--- src/shared/tsf_pkg.sv ---
// Purpose: constants and types shared by the two-slot fetch/execute core
// Assumes: one clock, six-bit character codes, word memory outside the core
// Notes: digits code as 00..09, minus as 0A, letters A..Z as 10..29
// Operation
// (RULE_01) every word and one-word register is twelve characters from a 63-symbol set
// (RULE_02) characters one and two select the order, four to six the cell
// (RULE_03) next-word pointer keeps the next word address in its three rightmost characters
// (RULE_04) first stage copies pointer's rightmost six characters into the instruction register
// (RULE_05) second stage reads the addressed word into the held-pair register
// (RULE_06) second stage also increments the next-word pointer by one
// (RULE_07) third stage moves the left half in and executes it
// (RULE_08) fourth stage moves the right half in, executes it, then cycle restarts
// (RULE_09) only the instruction register is executed, only in stages three and four
// (RULE_10) third character ignored; orders not needing character two accept zero there
// (RULE_11) bring copies cell m into accumulator and operand register; cell unchanged
// (RULE_12) load-compare copies cell m into compare and operand registers
// (RULE_13) store writes accumulator to cell m, then clears accumulator to zeros
// (RULE_14) add loads operand from cell m, accumulator becomes accumulator plus operand
// (RULE_15) leftmost character is the sign: zero plus, minus negative
// (RULE_16) an alphabetic character in either addend passes unchanged into the sum
// (RULE_17) skip order changes nothing and ignores its address
// (RULE_18) stop order halts execution and leaves all state unchanged
// (RULE_19) jump replaces only the pointer's three rightmost characters with its address
// (RULE_20) conditional jump jumps when accumulator equals compare word, else skips
// (RULE_21) programs put jump orders only in the right-hand slot
// (RULE_22) operator starts at the first stage with the pointer holding the start address
// (RULE_23) characters are six-bit codes; unknown orders behave as skips
package tsf_pkg;
  localparam int CW = 6;
  localparam int NCH = 12;
  localparam int WW = CW * NCH;
  localparam int HW = WW / 2;
  localparam int AW = 10;

  typedef logic [CW-1:0] tsf_char_t;
  typedef logic [WW-1:0] tsf_word_t;
  typedef logic [HW-1:0] tsf_half_t;
  typedef logic [AW-1:0] tsf_addr_t;
  typedef logic [3*CW-1:0] tsf_cell_t;

  // character codes
  localparam tsf_char_t CH_ZERO = 6'h00;
  localparam tsf_char_t CH_NINE = 6'h09;
  localparam tsf_char_t CH_MINUS = 6'h0A;
  localparam tsf_char_t CH_A = 6'h10;
  localparam tsf_char_t CH_B = 6'h11;
  localparam tsf_char_t CH_C = 6'h12;
  localparam tsf_char_t CH_L = 6'h1B;
  localparam tsf_char_t CH_Q = 6'h20;
  localparam tsf_char_t CH_U = 6'h24;

  // field positions inside a half word, sign position inside a word (lsb of each field)
  localparam int POS_OP1 = 30;
  localparam int POS_OP2 = 24;
  localparam int POS_CELL = 0;
  localparam int POS_SIGN = WW - CW;

  // values after reset and constants of the adder
  localparam tsf_word_t RST_WORD = 72'h0;
  localparam tsf_half_t RST_HALF = 36'h0;
  localparam tsf_word_t WORD_ONE = 72'h1;

  typedef enum logic [2:0] {
    ST_HALT = 3'b000,
    ST_ALPHA = 3'b001,
    ST_BETA = 3'b010,
    ST_GAMMA = 3'b011,
    ST_DELTA = 3'b100
  } tsf_stage_t;

  typedef enum logic [2:0] {
    OP_SKIP = 3'b000,
    OP_BRING = 3'b001,
    OP_LOADC = 3'b010,
    OP_STORE = 3'b011,
    OP_ADD = 3'b100,
    OP_STOP = 3'b101,
    OP_JUMP = 3'b110,
    OP_JEQ = 3'b111
  } tsf_order_t;

  typedef struct packed {
    logic req;
    logic we;
    tsf_addr_t addr;
    tsf_word_t wdata;
  } tsf_mem_cmd_t;
endpackage

--- src/hw/tsf_core.sv ---
// Purpose: four-stage fetch/execute sequencer for two orders per word
// Assumes: memory answers each request with mem_ack, read data valid with it
// Notes: ce low freezes every flip-flop and withdraws the memory request
module tsf_core (
  input wire logic mclk,
  input wire logic rst,
  input wire logic ce,
  input wire logic start,
  input wire tsf_pkg::tsf_cell_t start_cell,
  output tsf_pkg::tsf_mem_cmd_t mem_cmd,
  input wire logic mem_ack,
  input wire tsf_pkg::tsf_word_t mem_rdata,
  output tsf_pkg::tsf_word_t next_word_pointer,
  output tsf_pkg::tsf_word_t held_pair_register,
  output tsf_pkg::tsf_half_t active_instruction_register,
  output tsf_pkg::tsf_word_t accumulator_word,
  output tsf_pkg::tsf_word_t compare_word,
  output tsf_pkg::tsf_word_t operand_word,
  output tsf_pkg::tsf_stage_t stage,
  output logic halted
);
  import tsf_pkg::*;

  // ----------------------------------------
  // character helpers
  // ----------------------------------------
  function automatic logic is_alpha(input tsf_char_t c);
    is_alpha = (c > CH_NINE);
  endfunction

  function automatic logic [3:0] digit(input tsf_char_t c);
    digit = is_alpha(c) ? 4'h0 : c[3:0];
  endfunction

  // (RULE_02) cell field to word index
  function automatic tsf_addr_t to_index(input tsf_cell_t a);
    tsf_addr_t h;
    tsf_addr_t t;
    tsf_addr_t u;
    h = {6'h00, digit(a[17:12])};
    t = {6'h00, digit(a[11:6])};
    u = {6'h00, digit(a[5:0])};
    to_index = AW'(h * 10'h064 + t * 10'h00A + u);
  endfunction

  // decimal magnitude add or subtract over the eleven digit positions;
  // top bit is the final carry or borrow
  function automatic logic [WW-CW:0] mag_op(input tsf_word_t a, input tsf_word_t b,
                                            input logic sub);
    logic [WW-CW:0] r;
    logic cy;
    tsf_char_t ca;
    tsf_char_t cb;
    logic [4:0] s;
    r = '0;
    cy = 1'b0;
    for (int i = 0; i < NCH - 1; i++) begin
      ca = a[CW*i +: CW];
      cb = b[CW*i +: CW];
      s = 5'h00;
      // (RULE_16) letters pass through
      if (is_alpha(ca)) begin
        r[CW*i +: CW] = ca;
        cy = 1'b0;
      end else if (is_alpha(cb)) begin
        r[CW*i +: CW] = cb;
        cy = 1'b0;
      end else if (!sub) begin
        s = {1'b0, ca[3:0]} + {1'b0, cb[3:0]} + {4'h0, cy};
        cy = (s > 5'h09);
        if (cy) begin
          s = s - 5'h0A;
        end
        r[CW*i +: CW] = {2'b00, s[3:0]};
      end else begin
        s = {1'b0, ca[3:0]} - {1'b0, cb[3:0]} - {4'h0, cy};
        cy = s[4];
        if (cy) begin
          s = s + 5'h0A;
        end
        r[CW*i +: CW] = {2'b00, s[3:0]};
      end
    end
    r[WW-CW] = cy;
    mag_op = r;
  endfunction

  // (RULE_15) signed add, sign in the leftmost character
  function automatic tsf_word_t alg_add(input tsf_word_t a, input tsf_word_t b);
    logic na;
    logic nb;
    logic [WW-CW:0] m1;
    logic [WW-CW:0] m2;
    na = (a[POS_SIGN +: CW] == CH_MINUS);
    nb = (b[POS_SIGN +: CW] == CH_MINUS);
    m1 = mag_op(a, b, na != nb);
    m2 = mag_op(b, a, 1'b1);
    if (na == nb || !m1[WW-CW]) begin
      alg_add = {na ? CH_MINUS : CH_ZERO, m1[WW-CW-1:0]};
    end else begin
      alg_add = {nb ? CH_MINUS : CH_ZERO, m2[WW-CW-1:0]};
    end
  endfunction

  // (RULE_23) unknown codes fall to skip so the stages never stall
  function automatic tsf_order_t decode(input tsf_half_t h);
    tsf_char_t o1;
    tsf_char_t o2;
    o1 = h[POS_OP1 +: CW];
    o2 = h[POS_OP2 +: CW];
    // (RULE_10) second character unused except by skip
    if (o1 == CH_B) begin
      decode = OP_BRING;
    end else if (o1 == CH_L) begin
      decode = OP_LOADC;
    end else if (o1 == CH_C) begin
      decode = OP_STORE;
    end else if (o1 == CH_A) begin
      decode = OP_ADD;
    end else if (o1 == CH_NINE) begin
      decode = OP_STOP;
    end else if (o1 == CH_U) begin
      decode = OP_JUMP;
    end else if (o1 == CH_Q) begin
      decode = OP_JEQ;
    end else begin
      decode = (o1 == CH_ZERO && o2 == CH_ZERO) ? OP_SKIP : OP_SKIP;
    end
  endfunction

  // ----------------------------------------
  // state
  // ----------------------------------------
  tsf_stage_t stage_reg;
  tsf_stage_t stage_next;
  tsf_word_t cc_reg;
  tsf_word_t cc_next;
  tsf_word_t cr_reg;
  tsf_word_t cr_next;
  tsf_half_t sr_reg;
  tsf_half_t sr_next;
  tsf_word_t acc_reg;
  tsf_word_t acc_next;
  tsf_word_t cmp_reg;
  tsf_word_t cmp_next;
  tsf_word_t opr_reg;
  tsf_word_t opr_next;
  tsf_order_t order;
  logic exec;
  logic uses_mem;
  logic done;
  logic [WW-CW:0] cc_inc;

  // (RULE_09) only the instruction register is decoded, only when executing
  assign order = decode(sr_reg);
  assign exec = (stage_reg == ST_GAMMA) || (stage_reg == ST_DELTA);
  assign uses_mem = (order == OP_BRING) || (order == OP_LOADC) ||
                    (order == OP_STORE) || (order == OP_ADD);
  assign done = !uses_mem || mem_ack;
  // adder result kept in its own net: a select straight on a call is not portable
  assign cc_inc = mag_op(cc_reg, WORD_ONE, 1'b0);

  // (RULE_05) memory address always from the instruction register cell field
  assign mem_cmd.req = ce && ((stage_reg == ST_BETA) || (exec && uses_mem));
  assign mem_cmd.we = exec && (order == OP_STORE);
  assign mem_cmd.addr = to_index(sr_reg[POS_CELL +: 3*CW]);
  assign mem_cmd.wdata = acc_reg;

  always_comb begin
    stage_next = stage_reg;
    cc_next = cc_reg;
    cr_next = cr_reg;
    sr_next = sr_reg;
    acc_next = acc_reg;
    cmp_next = cmp_reg;
    opr_next = opr_reg;
    unique case (stage_reg)
      ST_HALT: begin
        // (RULE_22) start loads the pointer and enters the first stage
        if (start) begin
          cc_next = {RST_WORD[WW-1:3*CW], start_cell};
          stage_next = ST_ALPHA;
        end
      end
      ST_ALPHA: begin
        // (RULE_04) pointer half into instruction register
        sr_next = cc_reg[HW-1:0];
        stage_next = ST_BETA;
      end
      ST_BETA: begin
        if (mem_ack) begin
          // (RULE_05) word into held pair
          cr_next = mem_rdata;
          // (RULE_06) pointer plus one
          cc_next = {cc_reg[POS_SIGN +: CW], cc_inc[WW-CW-1:0]};
          // (RULE_07) left half moves in for the third stage
          sr_next = mem_rdata[WW-1:HW];
          stage_next = ST_GAMMA;
        end
      end
      ST_GAMMA, ST_DELTA: begin
        if (done) begin
          unique case (order)
            // (RULE_11) bring
            OP_BRING: begin
              acc_next = mem_rdata;
              opr_next = mem_rdata;
            end
            // (RULE_12) load compare
            OP_LOADC: begin
              cmp_next = mem_rdata;
              opr_next = mem_rdata;
            end
            // (RULE_13) store then clear
            OP_STORE: begin
              acc_next = RST_WORD;
            end
            // (RULE_14) operand load and add
            OP_ADD: begin
              opr_next = mem_rdata;
              acc_next = alg_add(acc_reg, mem_rdata);
            end
            // (RULE_19) jump on cell field
            OP_JUMP: begin
              cc_next = {cc_reg[WW-1:3*CW], sr_reg[POS_CELL +: 3*CW]};
            end
            // (RULE_20) jump on equal
            OP_JEQ: begin
              if (acc_reg == cmp_reg) begin
                cc_next = {cc_reg[WW-1:3*CW], sr_reg[POS_CELL +: 3*CW]};
              end
            end
            // (RULE_17) skip leaves everything
            OP_SKIP: begin
            end
            OP_STOP: begin
            end
          endcase
          // (RULE_18) stop halts with state untouched
          if (order == OP_STOP) begin
            stage_next = ST_HALT;
          end else if (stage_reg == ST_GAMMA) begin
            // (RULE_08) right half moves in
            sr_next = cr_reg[HW-1:0];
            stage_next = ST_DELTA;
          end else begin
            stage_next = ST_ALPHA;
          end
        end
      end
      default: begin
        stage_next = ST_HALT;
      end
    endcase
  end

  // (RULE_01) twelve six-bit characters per word register, six in the instruction register
  always_ff @(posedge mclk or posedge rst) begin
    if (rst) begin
      stage_reg <= ST_HALT;
      cc_reg <= RST_WORD;
      cr_reg <= RST_WORD;
      sr_reg <= RST_HALF;
      acc_reg <= RST_WORD;
      cmp_reg <= RST_WORD;
      opr_reg <= RST_WORD;
    end else if (ce) begin
      stage_reg <= stage_next;
      cc_reg <= cc_next;
      cr_reg <= cr_next;
      sr_reg <= sr_next;
      acc_reg <= acc_next;
      cmp_reg <= cmp_next;
      opr_reg <= opr_next;
    end
  end

  // ----------------------------------------
  // observation outputs
  // ----------------------------------------
  // (RULE_03) pointer cell lives in the rightmost three characters
  assign next_word_pointer = cc_reg;
  assign held_pair_register = cr_reg;
  assign active_instruction_register = sr_reg;
  assign accumulator_word = acc_reg;
  assign compare_word = cmp_reg;
  assign operand_word = opr_reg;
  assign stage = stage_reg;
  assign halted = (stage_reg == ST_HALT);
endmodule

--- config.mk ---
export PLATFORM = sky130hd
export DESIGN_NAME = tsf_core
export DESIGN_NICKNAME = d
export VERILOG_FILES = /design/src/shared/tsf_pkg.sv /design/src/hw/tsf_core.sv
export SDC_FILE = /design/constraint.sdc
export NUM_CORES = 1
export LEC_CHECK = 0
export BUFFER_PORTS_ARGS = -buffer_cell sky130_fd_sc_hd__buf_2
export CAP_MARGIN = 20
export CORE_UTILIZATION = 51
export CTS_CLUSTER_DIAMETER = 40
export DETAILED_ROUTE_END_ITERATION = 6
export PLACE_DENSITY = 0.77
export SLEW_MARGIN = 20
export SYNTH_ARGS = -nofsm -noshare
export SYNTH_HDL_FRONTEND = slang
export SYNTH_SLANG_ARGS = --single-unit
export TNS_END_PERCENT = 5
--- constraint.sdc ---
create_clock -name mclk -period 24.7 [get_ports mclk]
set_input_delay 2.47 -clock mclk [delete_from_list [all_inputs] [get_ports mclk]]
set_output_delay 2.47 -clock mclk [all_outputs]
set_load 0.03 [all_outputs]
Yosys cells after proc, flatten, opt, wreduce, memory -nomap -nowiden

Index checks and enable logic that the tools add are counted.

Flip-flop bits (word level): 399
Latch bits: 0
Memory bits (writable): 0
Bits in read-only memories: 0
Input bits: 95
Word-level logic and storage cells: 589
Memories kept: 0

$add $sub $neg: 120
Multipliers: 2
Div/mod/pow operators: 0
Magnitude comparators: 58
Equal/unequal tests: 63
Shifts and indexed selects: 0
Muxes and demuxes: 267
Bitwise logic cells: 2
Reduce and logical (&&, ||, !) cells: 48

Operator list:

| kind                | number |
|---|---|
| $pmux 72 s3         | 2 |
| $mux 6              | 55 |
| $mux 4              | 60 |
| $gt 6x4->1 const B  | 36 |
| $mux 36             | 4 |
| $mux 1              | 126 |
| $reduce_and 6->1    | 20 |
| $gt 5x4->1 const B  | 22 |
| $sub 4x4->5         | 22 |
| $pmux 36 s3         | 1 |
| $sub 5x1->5         | 20 |
| $add 4x4->4 const B | 22 |
| $sub 4x4->4 const B | 22 |
| $eq 72x72->1        | 1 |
| $mux 72             | 1 |
| $mux 70             | 1 |
| $mux 66             | 1 |
| $add 4x4->5         | 11 |
| $add 4x1->5         | 10 |
| $add 5x1->5         | 10 |
| $mux 18             | 2 |
| $mux 3              | 12 |
| $ne 3x3->1 const B  | 12 |
| $pmux 18 s2         | 1 |
| other kinds (30)    | 86 |

Longest topological paths before layout

Gate-level depths: netlist of the first run.

Word-level depth: 100
Gate-level depth with buffers: 100
Depth with buffers taken out: 100

Least setup slack after synthesis of the first run

OpenSTA, ideal clock, no wires.

Path kind: input to register
From: input port mem_rdata[2]
To: register acc_reg[32] (netlist: accumulator_word[32])
Data arrival time: 22.205 ns
Path slack: 2.409 ns
Stages on the path: 86
Path buffers: 1
Cell sequence: inv_1 > ha_1 > buf_1 > o21bai_1 > xnor2_1 > a21oi_1 > nor2_1 > a21oi_1 > or3_1 > fa_1 > fa_1 > nand2b_1 > a21oi_1 > xnor2_1 > nor2_1 > a21oi_1 > or3_1 > fa_1 > [... 50 more ...] > inv_1 > fa_1 > fa_1 > xor2_1 > and2_1 > o21ai_0 > nor2_1 > or3_1 > fa_1 > fa_1 > nand2b_1 > a21oi_2 > xor2_1 > nand3_2 > o21ai_1 > nand2_1 > or4_1 > o211ai_1

Cells in the longest elaborated chain, start to end: 92

Ends and longest elaborated chain:

| what                                                             | line            | text |
|---|---|---|
| start, declared                                                  | tsf_core.sv:12  | `input wire tsf_pkg::tsf_word_t mem_rdata,` |
| $add 4x4->5                                                      | tsf_core.sv:69  | `s = {1'b0, ca[3:0]} + {1'b0, cb[3:0]} + {4'h0, cy};` |
| $gt 5x4->1                                                       | tsf_core.sv:70  | `cy = (s > 5'h09);` |
| $mux 1                                                           | tsf_core.sv:68  | `end else if (!sub) begin` |
| $mux 1                                                           | tsf_core.sv:65  | `end else if (is_alpha(cb)) begin` |
| $mux 1                                                           | tsf_core.sv:62  | `if (is_alpha(ca)) begin` |
| $mux 1                                                           | tsf_core.sv:203 | `unique case (order)` |
| $mux 1                                                           | tsf_core.sv:202 | `if (done) begin` |
| $mux 1                                                           | tsf_core.sv:177 | `unique case (stage_reg)` |
| [... 76 more ...]                                                | -               |  |
| $mux 1                                                           | tsf_core.sv:62  |  |
| $mux 1                                                           | tsf_core.sv:203 |  |
| $mux 1                                                           | tsf_core.sv:202 |  |
| $mux 1                                                           | tsf_core.sv:177 |  |
| $logic_not 1->1                                                  | tsf_core.sv:98  | `if (na == nb \|\| !m1[WW-CW]) begin` |
| $logic_or 1x1->1                                                 | tsf_core.sv:98  |  |
| $ne 3x3->1 (no source line) or $mux 70 (tied branches)           | -               |  |
| $reduce_and 6->1 (no source line) or $pmux 72 s3 (tied branches) | -               |  |
| end signal, assigned                                             | tsf_core.sv:272 | `acc_reg <= acc_next;` |
| end, declared                                                    | tsf_core.sv:142 | `tsf_word_t acc_reg;` |

Parallel ways exist; a longest one is shown, timed or not. The select of a mux whose other input is x is not followed.
A chain may end at the register's enable or synchronous reset.

Final worst setup path of the first run

From: input port mem_rdata[1]
To: register acc_reg[56] (netlist: accumulator_word[56])

The elaborated chain is that of the path after synthesis.

==> out/summary.txt, run 1 <==
status = finished, violations left
failing checks = design-rule violations
WL/cell = 23.6 um
First DRT Iteration DRCs = 2737
power density over cell area = 151 nW/um2
total clock sinks = 377
Reg area = 9440 um2
Die W = 243 um
critical path peak fanout = 9
hold_ws = 0.473 ns
ys flop type = dfrtp_1
cell count after synthesis = 3293
Syn Area/Cell = 9.03 um2
Clock power frac = 19.5%
CTS root buf = clkbuf_16
Die Footprint = 59200 um2
Top cell by count, worst path = fa_1
crit-path max cell delay = 0.49 ns
top cells by area, synth = dfrtp_1, ha_1, mux2_2
vias in the first global route = 25800
Crit Path Class = in -> reg
Residual DRC = 1
vias per inst = 6.01
sequential cell fraction of total power = 22.0%
Layout area overhead = 19.3%
final slew viol count = 0
Clock Path Buffers = 3
Mapped Area = 29700 um2
first-pass GRT wire length = 161000 um
Final Power = 5.35 mW
initial core utilization = 51.6%
sequential area share after synthesis = 31.7%
Final min period = 23.64 ns
Yosys cell types = 87
worst-skew pair later-pin latency = 0.62 ns
final RePlAce weighted congestion = 0.970
Worst slew margin = 30.2%
max_cap viols = 0
Detailed Place HPWL = 79300 um
die height = 243 um
TritonCTS buffer count = 77
CTS Hold Bufs = 0
total grt overflow = 0
Required @ worst endpoint = 25.18 ns
Cell Rows = 88
Logic pwr share = 58.5%
Via Count = 27600
design area = 35500 um2
initial antenna violation count = 1
Ports = 579
Pre-antenna DRT Iters = 7
fill cell count = 4930
fmax = 42.3 MHz
type of the tightest min-delay check = reg -> reg
number of flops mapped to enable cells by yosys = 0
CTS H-tree lvls = 3
worst path arrival time = 24.12 ns
worst vdd ir = 0.102 mV
GRT Util Overall = 35.6%
core area = 57600 um2
final wirelength = 108000 um
Fin. Hold Viols = 0
number of synthesized register bits = 377
Pint = 2.61 mW
largest area contributor in the netlist = dfrtp_1
ys async rst share = 100%
DP Cell Count = 4433
fin nets = 4186
sw frac = 51.2%
Clock transition at path regs = 0.05 ns
Port Buffers = 556
ratio of cells with drive above 1 in the final layout = 25.4%
fin cells = 4586
switching power total = 2.74 mW
multi-input logic area = 18300 um2
Setup crit end kind = flop
yosys warns = 0
Worst Skew = 0.0416 ns
final number of setup-violating endpoints = 0
Startpoint Class = input port
CTS tree = yes
Antenna Nets Post-Route = 0
area share of the largest cell type after synthesis = 31.7%
measured slew at the worst slew-check pin = 1.04 ns
crit share post-route = 95.7%
pin count of the biggest net entering global routing = 122
Lkg Pwr = 17.7 nW
DP Area = 32600 um2
Crit-path slowest cell = a2111o_1
post-layout util = 61.6%
[power groups by stage]
stage / Clock (mW) / Sequential, mW / Combinational (mW)
finish: 1.04 / 1.18 / 3.13
global route: 1.08 / 1.20 / 3.40
CTS: 1.05 / 1.17 / 3.05
global placement: 0 / 1.17 / 2.98
detailed placement: 0 / 1.18 / 3.03
floorplan: 0 / 1.43 / 1.93
[layout make-up]
| cell class | count | share of cell area, % |
|---|---|---|
| Sequential cell | 377 | 26.6 |
| Clock buffer | 94 | 5.88 |
| Antenna cell | 1 | 0.00706 |
| Tap cell | 765 | 2.70 |
| Inverter | 234 | 2.50 |
| Timing Repair Buffer | 614 | 9.22 |
| Clock inverter | 45 | 1.41 |
| Multi-Input combinational cell | 2456 | 51.7 |
[critical path: cells and delay by family]
family	cells	cell delay, ns
fa+ha+maj	21	8.83
simple gates	28	5.81
compound gates	22	4.15
xor+xnor	9	1.76
buf+inv	7	0.81
mux	2	0.27
[metrics by stage]
step	setup slack, ns	TNS (ns)
final	1.06	0
after global routing	-0.116	-0.639
after CTS	0.730	0
after detailed placement	0.221	0
after global placement	0.696	0
after floorplan	2.41	0
[cells in the final DEF, fill, tap and decap left out, types with 37 or more instances in the layout]
cell type	netlist	layout
nor2_1	218	215
o21ai_0	341	339
a21oi_1	171	166
o22ai_1	37	37
buf_2	37	555
ha_1	263	263
xor2_1	147	145
buf_4	96	52
xnor2_1	120	114
nand3_1	48	47
nand2_1	289	288
clkbuf_16	0	79
mux2_2	176	176
nor3_1	39	38
inv_1	233	232
fa_1	68	68
dfrtp_1	377	375
[Yosys cell counts (36+ instances only)]
cell / instances
inv_1: 233
mux2_2: 176
o21ai_0: 341
buf_2: 37
nand2_1: 289
ha_1: 263
buf_4: 96
o22ai_1: 37
clkbuf_1: 105
xor2_1: 147
a21oi_1: 171
nor3_1: 39
dfrtp_1: 377
nor2_1: 218
nand3_1: 48
xnor2_1: 120
nand2b_1: 36
fa_1: 68
[cell families (layout without fill, tap and decap cells)]
| group | after synthesis | in the layout | synth area share [%] |
|---|---|---|---|
| compound gates | 828 | 828 | 17.0 |
| xor+xnor | 269 | 269 | 7.98 |
| fa+ha+maj | 331 | 331 | 15.7 |
| buf+inv | 482 | 987 | 7.49 |
| flops | 377 | 377 | 31.7 |
| mux | 206 | 206 | 7.68 |
| other cells | 1 | 23 | 0.0126 |
| simple gates | 799 | 800 | 12.5 |
[final timing paths]
check / start / to / slack [ns] / cells past startpoint
min in group asynchronous: rst / held_pair_register[58]$_DFFE_PP0P_ / 1.97 / 2
max reg2reg: accumulator_word[1]$_DFFE_PP0P_ / accumulator_word[56]$_DFFE_PP0P_ / 2.47 / 87
min reg2reg: operand_word[37]$_DFFE_PP0P_ / operand_word[37]$_DFFE_PP0P_ / 0.47 / 2
max in group asynchronous: rst / next_word_pointer[10]$_DFFE_PP0P_ / 19.67 / 5
max: mem_rdata[1] / accumulator_word[56]$_DFFE_PP0P_ / 1.06 / 89
min: operand_word[37]$_DFFE_PP0P_ / operand_word[37]$_DFFE_PP0P_ / 0.47 / 2
[what timing repair did]
item	CTS	global route
endpoints found under the hold margin	0	0
buffers inserted	0	11
gates resized for setup	0	26
setup endpoints to repair	0	66
[layer usage]
layer | vias up | global-route usage [%] | share of wire, % | routed length (um)
li1 | 12300 | - | - | -
met1 | 13500 | 45.1 | 39 | 42400
met2 | 1450 | 58.1 | 47 | 50700
met3 | 300 | 6.41 | 8.8 | 9580
met4 | 0 | 18.5 | 5.4 | 5810
met5 | - | 0 | 0 | 0
(Power assumes the default switching activity.)
==> inputs of run 2 (changes only) <==
Clock period 24.7 ns to 25.1 ns, I/O delays scaled along.
==> out/summary.txt, run 2 (same netlist as run 1, synthesis figures left out) <==
Die W = 243 um
hold path startpoint = operand_word[31]$_DFFE_PP0P_
hold_ws = 0.472 ns
worst reg-to-reg setup slack = 2.83 ns
DP Area = 32600 um2
final number of setup-violating endpoints = 0
measured slew at the worst slew-check pin = 1.05 ns
Final Power = 5.28 mW
initial antenna violation count = 4
final RePlAce weighted congestion = 0.969
Worst Skew = 0.0262 ns
fmax = 42.1 MHz
Clock transition at path regs = 0.05 ns
R2R cell count = 87
Antenna Nets Post-Route = 0
M2 GR Usage = 57.2%
Layout area overhead = 19.2%
core area = 57600 um2
worst path arrival time = 24.22 ns
Die Footprint = 59200 um2
most common cell after layout, fill and taps aside = buf_2
CTS tree = yes
total grt overflow = 0
fill cell count = 4901
Lkg Pwr = 17.7 nW
critical path peak fanout = 9
final slew viol count = 0
ratio of cells with drive above 1 in the final layout = 25.4%
Worst slew margin = 29.9%
crit share post-route = 94.6%
GRT Util Overall = 35.8%
WL/cell = 23.6 um
crit-path max cell delay = 0.50 ns
Clock Path Buffers = 3
fin nets = 4174
final wirelength = 108000 um
Via Count = 27400
failing checks = design-rule violations
max_cap viols = 0
First DRT Iteration DRCs = 2513
status = finished, violations left
multi-input logic area = 18300 um2
Top cell by count, worst path = fa_1
Detailed Place HPWL = 79400 um
Top Usage Layer GRT = met2
Endpoint, Worst Hold = operand_word[31]$_DFFE_PP0P_
pin count of the biggest net entering global routing = 154
first-pass GRT wire length = 161000 um
reg2reg start = accumulator_word[1]$_DFFE_PP0P_
M1 GR Usage = 45.1%
fin cells = 4578
pre-CTS setup slack = 0.307 ns
Final min period = 23.75 ns
Required @ worst endpoint = 25.58 ns
worst-skew pair later-pin latency = 0.61 ns
Crit-path slowest cell = a2111o_1
most frequent cells in the layout = buf_2, dfrtp_1, o21ai_0
Reg area = 9440 um2
worst vdd ir = 0.0952 mV
CTS H-tree lvls = 3
type of the tightest min-delay check = reg -> reg
fin worst setup slack = 1.35 ns
CTS Hold Bufs = 0
Port Buffers = 556
hold path depth = 2
vias in the first global route = 26000
initial core utilization = 51.6%
TritonCTS buffer count = 75
Setup crit end kind = flop
die height = 243 um
capture point of the worst reg-to-reg path = accumulator_word[14]$_DFFE_PP0P_
design area = 35400 um2
Fin. Hold Viols = 0
met3 GRT Util = 6.64%
CTS root buf = clkbuf_16
Pre-antenna DRT Iters = 7
Startpoint Class = input port
setup TNS = 0 ns
DP Cell Count = 4429
total clock sinks = 377
Ports = 579
Cell Rows = 88
Residual DRC = 7
Crit Path Class = in -> reg
vias per inst = 5.98
post-layout util = 61.5%
power density over cell area = 149 nW/um2
[run 2: critical path: cells and delay by family]
kind                       cells  cell delay [ns]
adders and majority gates     21             8.80
buffers and inverters          7             0.83
and+or+nand+nor               28             5.79
AOI/OAI and AO/OA             22             4.27
xor gates and xnor gates       9             1.70
muxes                          2             0.27
[run 2: cell type report]
class	instances	share of cell area, %
diodes	2	0.0141
clock buffers	82	5.55
clock inverters	58	1.87
inverters	234	2.50
multi-input cells	2456	51.7
flip-flops and latches	377	26.6
well taps	765	2.70
repair buffers	604	8.98
[run 2: worst max-delay path by stage]
stage / cells past startpoint / slack [ns] / start / to
5_1_grt: 88 / -0.01 / mem_rdata[1] / accumulator_word[32]$_DFFE_PP0P_
3_5_place_dp: 88 / 0.31 / mem_rdata[1] / accumulator_word[41]$_DFFE_PP0P_
6_report: 89 / 1.35 / mem_rdata[1] / accumulator_word[14]$_DFFE_PP0P_
2_1_floorplan: 86 / 2.77 / mem_rdata[2] / accumulator_word[32]$_DFFE_PP0P_
3_3_place_gp: 88 / 0.82 / mem_rdata[1] / accumulator_word[32]$_DFFE_PP0P_
4_1_cts: 88 / 0.84 / mem_rdata[1] / accumulator_word[41]$_DFFE_PP0P_
[run 2: repair_timing]
item / in CTS / in global routing
setup buffers: 0 / 5
setup endpoints to repair: 0 / 65
resized for setup: 0 / 20
[run 2: metal layers]
metal | share of wire [%] | vias to the layer above
met5 | 0 | -
met4 | 6.1 | 0
met3 | 8.9 | 314
met2 | 46 | 1455
met1 | 39 | 13300
li1 | - | 12300
[run 2: where the power goes]
group,internal (mW),switching (mW)
Combinational,1.10,1.96
Sequential,0.805,0.365
Clock,0.657,0.384
